===== config.mk =====
export PLATFORM = sky130hd
export DESIGN_NAME = uosc_status_control
export DESIGN_NICKNAME = d
export VERILOG_FILES = /design/src/inc/uosc_pkg.sv /design/src/rtl/uosc_status_control.sv
export VERILOG_INCLUDE_DIRS = /design/src /design/src/inc
export SDC_FILE = /design/constraint.sdc
export NUM_CORES = 1
export LEC_CHECK = 0
export BUFFER_PORTS_ARGS = -buffer_cell sky130_fd_sc_hd__buf_2
export CORE_MARGIN = 2
export CORE_UTILIZATION = 25
export DETAILED_ROUTE_END_ITERATION = 8
export PLACE_DENSITY = 0.45
export SYNTH_ARGS = -nofsm -noshare
export SYNTH_HDL_FRONTEND = slang
export SYNTH_SLANG_ARGS = --single-unit

===== constraint.sdc =====
create_clock -name clk_sys -period 1.7 [get_ports clk_sys]
set_input_delay 0.17 -clock clk_sys [delete_from_list [all_inputs] [get_ports clk_sys]]
set_output_delay 0.17 -clock clk_sys [all_outputs]
set_load 0.01 [all_outputs]

===== src/inc/uosc_map.svh =====
// Register offsets, field positions, reset values and counts of the USB status and control block
`ifndef UOSC_MAP_SVH
`define UOSC_MAP_SVH

// ----------------------------------------------------------------
// Register byte offsets
// ----------------------------------------------------------------
`define UOSC_OFF_ERR_FLAG 8'h00
`define UOSC_OFF_ERR_EN 8'h04
`define UOSC_OFF_INT_FLAG 8'h08
`define UOSC_OFF_INT_EN 8'h0c
`define UOSC_OFF_STAT 8'h10
`define UOSC_OFF_CON 8'h14
`define UOSC_OFF_ADDR 8'h18

// ----------------------------------------------------------------
// Field positions
// ----------------------------------------------------------------
`define UOSC_ERR_CRC5_EOF 1
`define UOSC_ERR_BTO 4
`define UOSC_INT_ERR 1
`define UOSC_INT_TRN 3
`define UOSC_CON_LIVE_J_LEVEL 7
`define UOSC_CON_SE0 6
`define UOSC_CON_PKT 5
`define UOSC_CON_RST 4
`define UOSC_CON_HOST 3
`define UOSC_CON_RESUME 2
`define UOSC_CON_PPRST 1
`define UOSC_CON_EN 0
`define UOSC_ADDR_LS 7
`define UOSC_ADDR_DEV_HI 6
`define UOSC_STAT_EP_HI 7
`define UOSC_STAT_EP_LO 4
`define UOSC_STAT_DIR 3
`define UOSC_STAT_ODD 2

// ----------------------------------------------------------------
// Reset values and counts
// ----------------------------------------------------------------
`define UOSC_RST_BYTE 8'h00
`define UOSC_RST_ADDR7 7'h00
`define UOSC_BTO_LIMIT 5'h10
`define UOSC_FIFO_DEPTH 3'h4
`define UOSC_CNT_ZERO 3'h0
`define UOSC_CNT_ONE 3'h1
`define UOSC_PTR_ONE 2'h1

`endif


===== src/inc/uosc_pkg.sv =====
// Types shared by the USB status and control block
package uosc_pkg;

    // One entry of the transaction status queue
    typedef struct packed {
        logic [3:0] endpoint;
        logic transmit;
        logic oddBank;
    } uosc_stat_t;

    // One register bus request
    typedef struct packed {
        logic [7:0] addr;
        logic [31:0] wdata;
        logic wr;
        logic rd;
    } uosc_bus_t;

    // Turnaround watchdog states
    typedef enum logic [1:0] {
        BTO_IDLE,
        BTO_COUNT
    } uosc_bto_state_t;

endpackage : uosc_pkg


===== src/rtl/uosc_status_control.sv =====
// USB dual-role controller: error masks, status queue, control and address registers
//
// The address map and the strobed register port were left to the implementer.
`timescale 1ns/1ns
`include "uosc_map.svh"

module uosc_status_control (
    input wire logic clk_sys,
    input wire logic rst_n,
    input wire uosc_pkg::uosc_bus_t busReq,
    output logic [31:0] rdData,
    input wire logic [7:0] errEvent,
    input wire logic bitTick,
    input wire logic eopDone,
    input wire logic respSeen,
    input wire logic sofCountZero,
    input wire logic linkActive,
    input wire logic tokenDone,
    input wire uosc_pkg::uosc_stat_t tokenStat,
    input wire logic setupSeen,
    input wire logic tokenExecuting,
    input wire logic dpPin,
    input wire logic dmPin,
    output logic usbIrq,
    output logic statFull,
    output logic pktHoldOut,
    output logic busResetDrive,
    output logic resumeDrive,
    output logic lsEopAppend,
    output logic hostLogicReset,
    output logic pingpongClear,
    output logic moduleEnable,
    output logic sofGenerate,
    output logic lowSpeedNext,
    output logic [6:0] functionAddress
);
    import uosc_pkg::*;

    // ----------------------------------------------------------------
    // Declarations
    // ----------------------------------------------------------------
    logic [7:0] errFlag;
    logic [7:0] errEnable;
    logic [7:0] errSet;
    logic errSummary;
    logic errSummaryIe;
    logic trnIe;
    logic busReset;
    logic host_role_enable;
    logic hostEnPrev;
    logic resume;
    logic ppRst;
    logic enBit;
    logic pktHold;
    uosc_stat_t statMem [0:3];
    logic [1:0] wrPtr;
    logic [1:0] rdPtr;
    logic [2:0] count;
    logic [2:0] next_count;
    logic trnFlag;
    logic push;
    logic pop;
    logic [1:0] pinSync1;
    logic [1:0] pinSync2;
    logic jLevel;
    logic se0Level;
    uosc_bto_state_t btoState;
    logic [4:0] btoCount;
    logic btoEvent;
    logic frameEndEvent;
    logic wrErrFlag;
    logic wrErrEn;
    logic wrIntFlag;
    logic wrIntEn;
    logic wrCon;
    logic wrAddr;
    logic [31:0] readVal;
    logic [7:0] statByte;
    logic [7:0] conByte;

    // ----------------------------------------------------------------
    // Address decode
    // ----------------------------------------------------------------
    // Write strobes per register
    assign wrErrFlag = busReq.wr && (busReq.addr == `UOSC_OFF_ERR_FLAG);
    assign wrErrEn = busReq.wr && (busReq.addr == `UOSC_OFF_ERR_EN);
    assign wrIntFlag = busReq.wr && (busReq.addr == `UOSC_OFF_INT_FLAG);
    assign wrIntEn = busReq.wr && (busReq.addr == `UOSC_OFF_INT_EN);
    assign wrCon = busReq.wr && (busReq.addr == `UOSC_OFF_CON);
    assign wrAddr = busReq.wr && (busReq.addr == `UOSC_OFF_ADDR);

    // ----------------------------------------------------------------
    // Line state receiver
    // ----------------------------------------------------------------
    // Two-stage synchroniser for the bus pins
    always_ff @(posedge clk_sys or negedge rst_n)
    begin
        if (!rst_n)
        begin
            pinSync1 <= 2'h0;
            pinSync2 <= 2'h0;
        end
        else
        begin
            pinSync1 <= {dpPin, dmPin};
            pinSync2 <= pinSync1;
        end
    end

    // J is D+ high at full speed, D- high at low speed
    assign jLevel = lowSpeedNext ? (pinSync2[0] & ~pinSync2[1]) : (pinSync2[1] & ~pinSync2[0]);
    assign se0Level = ~pinSync2[1] & ~pinSync2[0];

    // ----------------------------------------------------------------
    // Turnaround watchdog
    // ----------------------------------------------------------------
    // Counts idle bit-times after our end-of-packet until a response starts
    always_ff @(posedge clk_sys or negedge rst_n)
    begin
        if (!rst_n)
        begin
            btoState <= BTO_IDLE;
            btoCount <= 5'h00;
            btoEvent <= 1'b0;
        end
        else
        begin
            btoEvent <= 1'b0;
            case (btoState)
                BTO_IDLE:
                begin
                    btoCount <= 5'h00;
                    if (eopDone)
                    begin
                        btoState <= BTO_COUNT;
                    end
                end
                BTO_COUNT:
                begin
                    if (respSeen || hostLogicReset)
                    begin
                        btoState <= BTO_IDLE;
                    end
                    else if (bitTick)
                    begin
                        if (btoCount == `UOSC_BTO_LIMIT)
                        begin
                            btoEvent <= 1'b1;
                            btoState <= BTO_IDLE;
                        end
                        else
                        begin
                            btoCount <= btoCount + 5'h01;
                        end
                    end
                end
                default:
                begin
                    btoState <= BTO_IDLE;
                end
            endcase
        end
    end

    // ----------------------------------------------------------------
    // Error flags
    // ----------------------------------------------------------------
    // Host frame end error: still on the bus when the SOF counter runs out
    assign frameEndEvent = host_role_enable & sofCountZero & linkActive;

    // Event sources per flag; bit 1 changes meaning with the role
    always_comb
    begin
        errSet = errEvent;
        errSet[`UOSC_ERR_BTO] = btoEvent | errEvent[`UOSC_ERR_BTO];
        errSet[`UOSC_ERR_CRC5_EOF] = host_role_enable ? frameEndEvent : errEvent[`UOSC_ERR_CRC5_EOF];
    end

    // Sticky flags, write one to clear, a new event beats the clear
    genvar gi;
    generate
        for (gi = 0; gi < 8; gi = gi + 1)
        begin : g_err
            always_ff @(posedge clk_sys or negedge rst_n)
            begin
                if (!rst_n)
                begin
                    errFlag[gi] <= 1'b0;
                end
                else if (errSet[gi])
                begin
                    errFlag[gi] <= 1'b1;
                end
                else if (wrErrFlag && busReq.wdata[gi])
                begin
                    errFlag[gi] <= 1'b0;
                end
            end
        end
    endgenerate

    // Error enable mask
    always_ff @(posedge clk_sys or negedge rst_n)
    begin
        if (!rst_n)
        begin
            errEnable <= `UOSC_RST_BYTE;
        end
        else if (wrErrEn)
        begin
            errEnable <= busReq.wdata[7:0];
        end
    end

    // Summary flag set only by enabled errors
    always_ff @(posedge clk_sys or negedge rst_n)
    begin
        if (!rst_n)
        begin
            errSummary <= 1'b0;
        end
        else if (|(errSet & errEnable))
        begin
            errSummary <= 1'b1;
        end
        else if (wrIntFlag && busReq.wdata[`UOSC_INT_ERR])
        begin
            errSummary <= 1'b0;
        end
    end

    // ----------------------------------------------------------------
    // Interrupt enables and request
    // ----------------------------------------------------------------
    // Summary and token-complete enables
    always_ff @(posedge clk_sys or negedge rst_n)
    begin
        if (!rst_n)
        begin
            errSummaryIe <= 1'b0;
            trnIe <= 1'b0;
        end
        else if (wrIntEn)
        begin
            errSummaryIe <= busReq.wdata[`UOSC_INT_ERR];
            trnIe <= busReq.wdata[`UOSC_INT_TRN];
        end
    end

    // Module interrupt request
    always_ff @(posedge clk_sys or negedge rst_n)
    begin
        if (!rst_n)
        begin
            usbIrq <= 1'b0;
        end
        else
        begin
            usbIrq <= (errSummary & errSummaryIe) | (trnFlag & trnIe);
        end
    end

    // ----------------------------------------------------------------
    // Transaction status queue
    // ----------------------------------------------------------------
    // Token-complete holds while any entry waits
    assign trnFlag = (count != `UOSC_CNT_ZERO);
    assign push = tokenDone && (count != `UOSC_FIFO_DEPTH);
    assign pop = wrIntFlag && busReq.wdata[`UOSC_INT_TRN] && trnFlag;

    // Occupancy after this cycle
    always_comb
    begin
        next_count = count;
        if (push && !pop)
        begin
            next_count = count + `UOSC_CNT_ONE;
        end
        else if (pop && !push)
        begin
            next_count = count - `UOSC_CNT_ONE;
        end
    end

    // Pointers, occupancy and full indication
    always_ff @(posedge clk_sys or negedge rst_n)
    begin
        if (!rst_n)
        begin
            wrPtr <= 2'h0;
            rdPtr <= 2'h0;
            count <= `UOSC_CNT_ZERO;
            statFull <= 1'b0;
        end
        else
        begin
            if (push)
            begin
                wrPtr <= wrPtr + `UOSC_PTR_ONE;
            end
            if (pop)
            begin
                rdPtr <= rdPtr + `UOSC_PTR_ONE;
            end
            count <= next_count;
            statFull <= (next_count == `UOSC_FIFO_DEPTH);
        end
    end

    // Entry storage
    always_ff @(posedge clk_sys)
    begin
        if (push)
        begin
            statMem[wrPtr] <= tokenStat;
        end
    end

    // Head entry, zero when nothing waits
    always_comb
    begin
        statByte = `UOSC_RST_BYTE;
        if (trnFlag)
        begin
            statByte[`UOSC_STAT_EP_HI:`UOSC_STAT_EP_LO] = statMem[rdPtr].endpoint;
            statByte[`UOSC_STAT_DIR] = statMem[rdPtr].transmit;
            statByte[`UOSC_STAT_ODD] = statMem[rdPtr].oddBank;
        end
    end

    // ----------------------------------------------------------------
    // Control register
    // ----------------------------------------------------------------
    // Software writable control bits
    always_ff @(posedge clk_sys or negedge rst_n)
    begin
        if (!rst_n)
        begin
            busReset <= 1'b0;
            host_role_enable <= 1'b0;
            resume <= 1'b0;
            ppRst <= 1'b0;
            enBit <= 1'b0;
        end
        else if (wrCon)
        begin
            busReset <= busReq.wdata[`UOSC_CON_RST];
            host_role_enable <= busReq.wdata[`UOSC_CON_HOST];
            resume <= busReq.wdata[`UOSC_CON_RESUME];
            ppRst <= busReq.wdata[`UOSC_CON_PPRST];
            enBit <= busReq.wdata[`UOSC_CON_EN];
        end
    end

    // Device packet hold: SETUP sets it and wins over a clearing write
    always_ff @(posedge clk_sys or negedge rst_n)
    begin
        if (!rst_n)
        begin
            pktHold <= 1'b0;
        end
        else if (host_role_enable)
        begin
            pktHold <= 1'b0;
        end
        else if (setupSeen)
        begin
            pktHold <= 1'b1;
        end
        else if (wrCon && !busReq.wdata[`UOSC_CON_PKT])
        begin
            pktHold <= 1'b0;
        end
    end

    // Readback of the control register
    always_comb
    begin
        conByte = `UOSC_RST_BYTE;
        conByte[`UOSC_CON_LIVE_J_LEVEL] = jLevel;
        conByte[`UOSC_CON_SE0] = se0Level;
        conByte[`UOSC_CON_PKT] = host_role_enable ? tokenExecuting : pktHold;
        conByte[`UOSC_CON_RST] = busReset;
        conByte[`UOSC_CON_HOST] = host_role_enable;
        conByte[`UOSC_CON_RESUME] = resume;
        conByte[`UOSC_CON_PPRST] = ppRst;
        conByte[`UOSC_CON_EN] = enBit;
    end

    // Bus side drives derived from the control bits
    always_ff @(posedge clk_sys or negedge rst_n)
    begin
        if (!rst_n)
        begin
            hostEnPrev <= 1'b0;
            hostLogicReset <= 1'b0;
            busResetDrive <= 1'b0;
            resumeDrive <= 1'b0;
            lsEopAppend <= 1'b0;
            pingpongClear <= 1'b0;
            moduleEnable <= 1'b0;
            sofGenerate <= 1'b0;
            pktHoldOut <= 1'b0;
        end
        else
        begin
            hostEnPrev <= host_role_enable;
            hostLogicReset <= (host_role_enable != hostEnPrev);
            busResetDrive <= host_role_enable & busReset;
            resumeDrive <= resume;
            lsEopAppend <= host_role_enable & resumeDrive & ~resume;
            pingpongClear <= ppRst;
            moduleEnable <= ~host_role_enable & enBit;
            sofGenerate <= host_role_enable & enBit;
            pktHoldOut <= pktHold;
        end
    end

    // ----------------------------------------------------------------
    // Address register
    // ----------------------------------------------------------------
    // Speed select and function address
    always_ff @(posedge clk_sys or negedge rst_n)
    begin
        if (!rst_n)
        begin
            lowSpeedNext <= 1'b0;
            functionAddress <= `UOSC_RST_ADDR7;
        end
        else if (wrAddr)
        begin
            lowSpeedNext <= busReq.wdata[`UOSC_ADDR_LS];
            functionAddress <= busReq.wdata[`UOSC_ADDR_DEV_HI:0];
        end
    end

    // ----------------------------------------------------------------
    // Read path
    // ----------------------------------------------------------------
    // Read mux, unmapped offsets read zero
    always_comb
    begin
        readVal = 32'h0000_0000;
        case (busReq.addr)
            `UOSC_OFF_ERR_FLAG: readVal = {24'h00_0000, errFlag};
            `UOSC_OFF_ERR_EN: readVal = {24'h00_0000, errEnable};
            `UOSC_OFF_INT_FLAG: readVal = {28'h000_0000, trnFlag, 1'b0, errSummary, 1'b0};
            `UOSC_OFF_INT_EN: readVal = {28'h000_0000, trnIe, 1'b0, errSummaryIe, 1'b0};
            `UOSC_OFF_STAT: readVal = {24'h00_0000, statByte};
            `UOSC_OFF_CON: readVal = {24'h00_0000, conByte};
            `UOSC_OFF_ADDR: readVal = {24'h00_0000, lowSpeedNext, functionAddress};
            default: readVal = 32'h0000_0000;
        endcase
    end

    // Read data one cycle after the strobe, zero otherwise
    always_ff @(posedge clk_sys or negedge rst_n)
    begin
        if (!rst_n)
        begin
            rdData <= 32'h0000_0000;
        end
        else
        begin
            rdData <= busReq.rd ? readVal : 32'h0000_0000;
        end
    end

endmodule : uosc_status_control


==> impl_metrics.toml <==
[placement]
dp.cells = 684
routabilityCongestion = 0.806
portBuffers = 69
place_hpwl_mm = 8.46

[timing]
fin_worst_skew_ns = 0.00792
fin_hold_ws_ns = 0.0219
finalHoldViolCount = 0
finalCriticalPeriod_ns = 1.70
finalSetupViolations = 0
final.period_utilization_pct = 99.9
max_freq_mhz = 589
rsz0062_at_grt = "true"
final_max_slew_viol_count = 0

[yosys]
netlist_top_cells_count = "dfrtp_1, nand2_1, buf_4, edfxtp_1, mux2_2"
yosysSeqAreaShare_pct = 57.2
synth_top_area_share_pct = 40.5
synthMuxAreaShare_pct = 10.3
synth-compound-area-share_pct = 9.87
synth_area_leader_cell = "dfrtp_1"
synthCells = 343
synthXorXnorAreaFrac_pct = 1.82
ys_warn_count = 0
synth_adder_area_share_pct = 2.60
yosys.area_share.simple_pct = 12.4
synth_edf_count = 24
yosys.cell_count.top_type = "dfrtp_1"
synth-main-ff-cell = "dfrtp_1"
async_reset_ff_share_pct = 74.5
ys_types = 58
synth_area_leaders = "dfrtp_1, edfxtp_1, mux2_2"
synthesis.area_um2 = 4320
synth_top_family_by_area = "simple AND/OR/NAND/NOR gates"
synth_seq_cells = 94
synth_area_per_cell_um2 = 12.6

[setup_path]
crit_type = "reg -> reg"
arrival_ns = 1.96
crit_slowest_cell = "or4_4"
path_buf_inv = 1
path_cells = "inv_2, ha_4, nand2b_4, and2_4, and3_4, or4_4, a22oi_2"
reg2reg_setup_slack_ns = 0.001
start_kind = "flop"
critPathMaxStageDelay_ns = 0.41
end_kind = "flop"
crit_path_max_fanout = 4
critPathRequiredTime_ns = 1.96
critical_path.top_delay_family = "simple AND/OR/NAND/NOR gates"

[routing]
viasPerCell = 4.40
wl_per_cell_um = 15.9
drtPass1Iterations = 4
vias = 3104
ant_nets = 0
drt-total-wl_mm = 11.2
drc = 0
drt-initial-drc-count = 120

[floorplanning]
die-area_um2 = 18400
start_util_pct = 25.3
fp.dieH_um = 136
dieWidth_um = 136
core-area_um2 = 17100
num_io_pins = 118
rows = 48

[clock_tree]
cts_tree = "done"
h-tree-depth = 3
ctsRootBufferMaster = "clkbuf_16"
cts_buffer_depth = 2
path_clk_slew_ns = 0.07
cts_buffers = 9
clock-sinks = 94
insertion_delay_ns = 0.34

[hold_path]
hold_class = "in -> reg"

[grt]
grt_usage_pct = 12.7
overflow = 0
antenna_found_initial = 0
grt_max_degree = 42
top_usage_layer = "met2"
grt_pass1_vias = 3136
use_met3_pct = 3.37
grt_pass1_wl_mm = 17.3
grt_use_met1_pct = 16.1
use_met2_pct = 20.8

[finish]
area_growth_pct = 31.9
final_core_util_pct = 33.3
fin_nets = 552
drive_gt1_share_pct = 41.0
fin_cells = 705
antennaDiodeCount = 0

[power]
p_leak_uw = 0.00256
irDropWorstVdd_mv = 0.482
power_density_nw_per_um2 = 1080

[status]
status = "finished, final reports clean"

[flow_run]
maxCapViolCount = 0
-- flip-flops by register name, summed over array words and instances, names as in the netlist, 2 cells and up --
name,count
statMem,24
functionAddress,7
pinSync1,2
btoCount,5
count,3
errEnable,8
pinSync2,2
errFlag,8
rdPtr,2
rdData,8
wrPtr,2
-- cell usage in the layout, fill, tap and decap left out, types with 7 or more instances in the layout --
cell and instances:
o21ai_0 11, and2_1 11, buf_2 68, ha_1 7, nand3_1 14, buf_4 58, xnor2_1 7, nor2_1 16
nand2_1 25, a21o_1 7, edfxtp_1 24, dfrtp_1 69, conb_1 24, mux2_2 24, clkbuf_16 9
-- kinds of logic after synthesis --
logic type,count (synthesis)
AOI/OAI and AO/OA,58
xor gates and xnor gates,9
adders and majority gates,9
buffers and inverters,42
DFF,94
muxes,34
other,1
and+or+nand+nor,96
-- layer usage --
layer	part of all wire, %	up-vias
met5	0	-
met4	1.2	0
met3	5.5	10
met2	49	94
met1	44	1534
li1	-	1466
-- through the flow --
step	area, um^2	setup slack (ns)	setup TNS, ns	total power, uW
after CTS	5640	0.0116	0	6140
after global routing	5710	-0.0777	-0.240	6490
after floorplan	4420	0.00468	0	3400
after global placement	5280	-0.141	-3.02	3930
final	5710	0.00100	0	6140
after detailed placement	5280	-0.140	-3.61	3970
-- repair_timing --
item / 4_1_cts / 5_1_grt
endpoints found under the setup margin: 4 / 5
hold endpoints to repair: 31 / 0
pin swaps: 0 / 6
hold buffers: 3 / 0
resized for setup: 5 / 10
buffers inserted: 0 / 3
-- final cells by class --
| class | count | area (um^2) |
|---|---|---|
| fillers | 1738 | 11400 |
| repair buffers | 130 | 826 |
| flip-flops and latches | 94 | 2470 |
| well taps | 225 | 282 |
| multi-input cells | 230 | 1780 |
| clock inverters | 4 | 52.6 |
| inverters | 10 | 37.5 |
| clock buffers | 12 | 258 |
-- final timing paths --
kind                                       startpoint                       to  depth (start not counted)
worst max-delay path               count[1]$_DFF_PN0_       statFull$_DFF_PN0_                          7
worst min register to register  pinSync1[1]$_DFF_PN0_    pinSync2[1]$_DFF_PN0_                          0
worst max register to register     count[1]$_DFF_PN0_       statFull$_DFF_PN0_                          7
max in group asynchronous                       rst_n     rdPtr[0]$_DFFE_PN0P_                          3
worst min-delay path                      errEvent[2]   errFlag[2]$_DFFE_PN0P_                          2
min in group asynchronous                       rst_n  btoCount[4]$_DFFE_PN0P_                          2
-- report_power, final --
part / leakage (uW) / internal (uW) / switching [uW] / total, uW
Sequential: 0.00111 / 2580 / 141 / 2720
Clock: 0.000157 / 1240 / 855 / 2090
Combinational: 0.00129 / 686 / 643 / 1330
No activity file was read; power rests on OpenSTA's default activity.
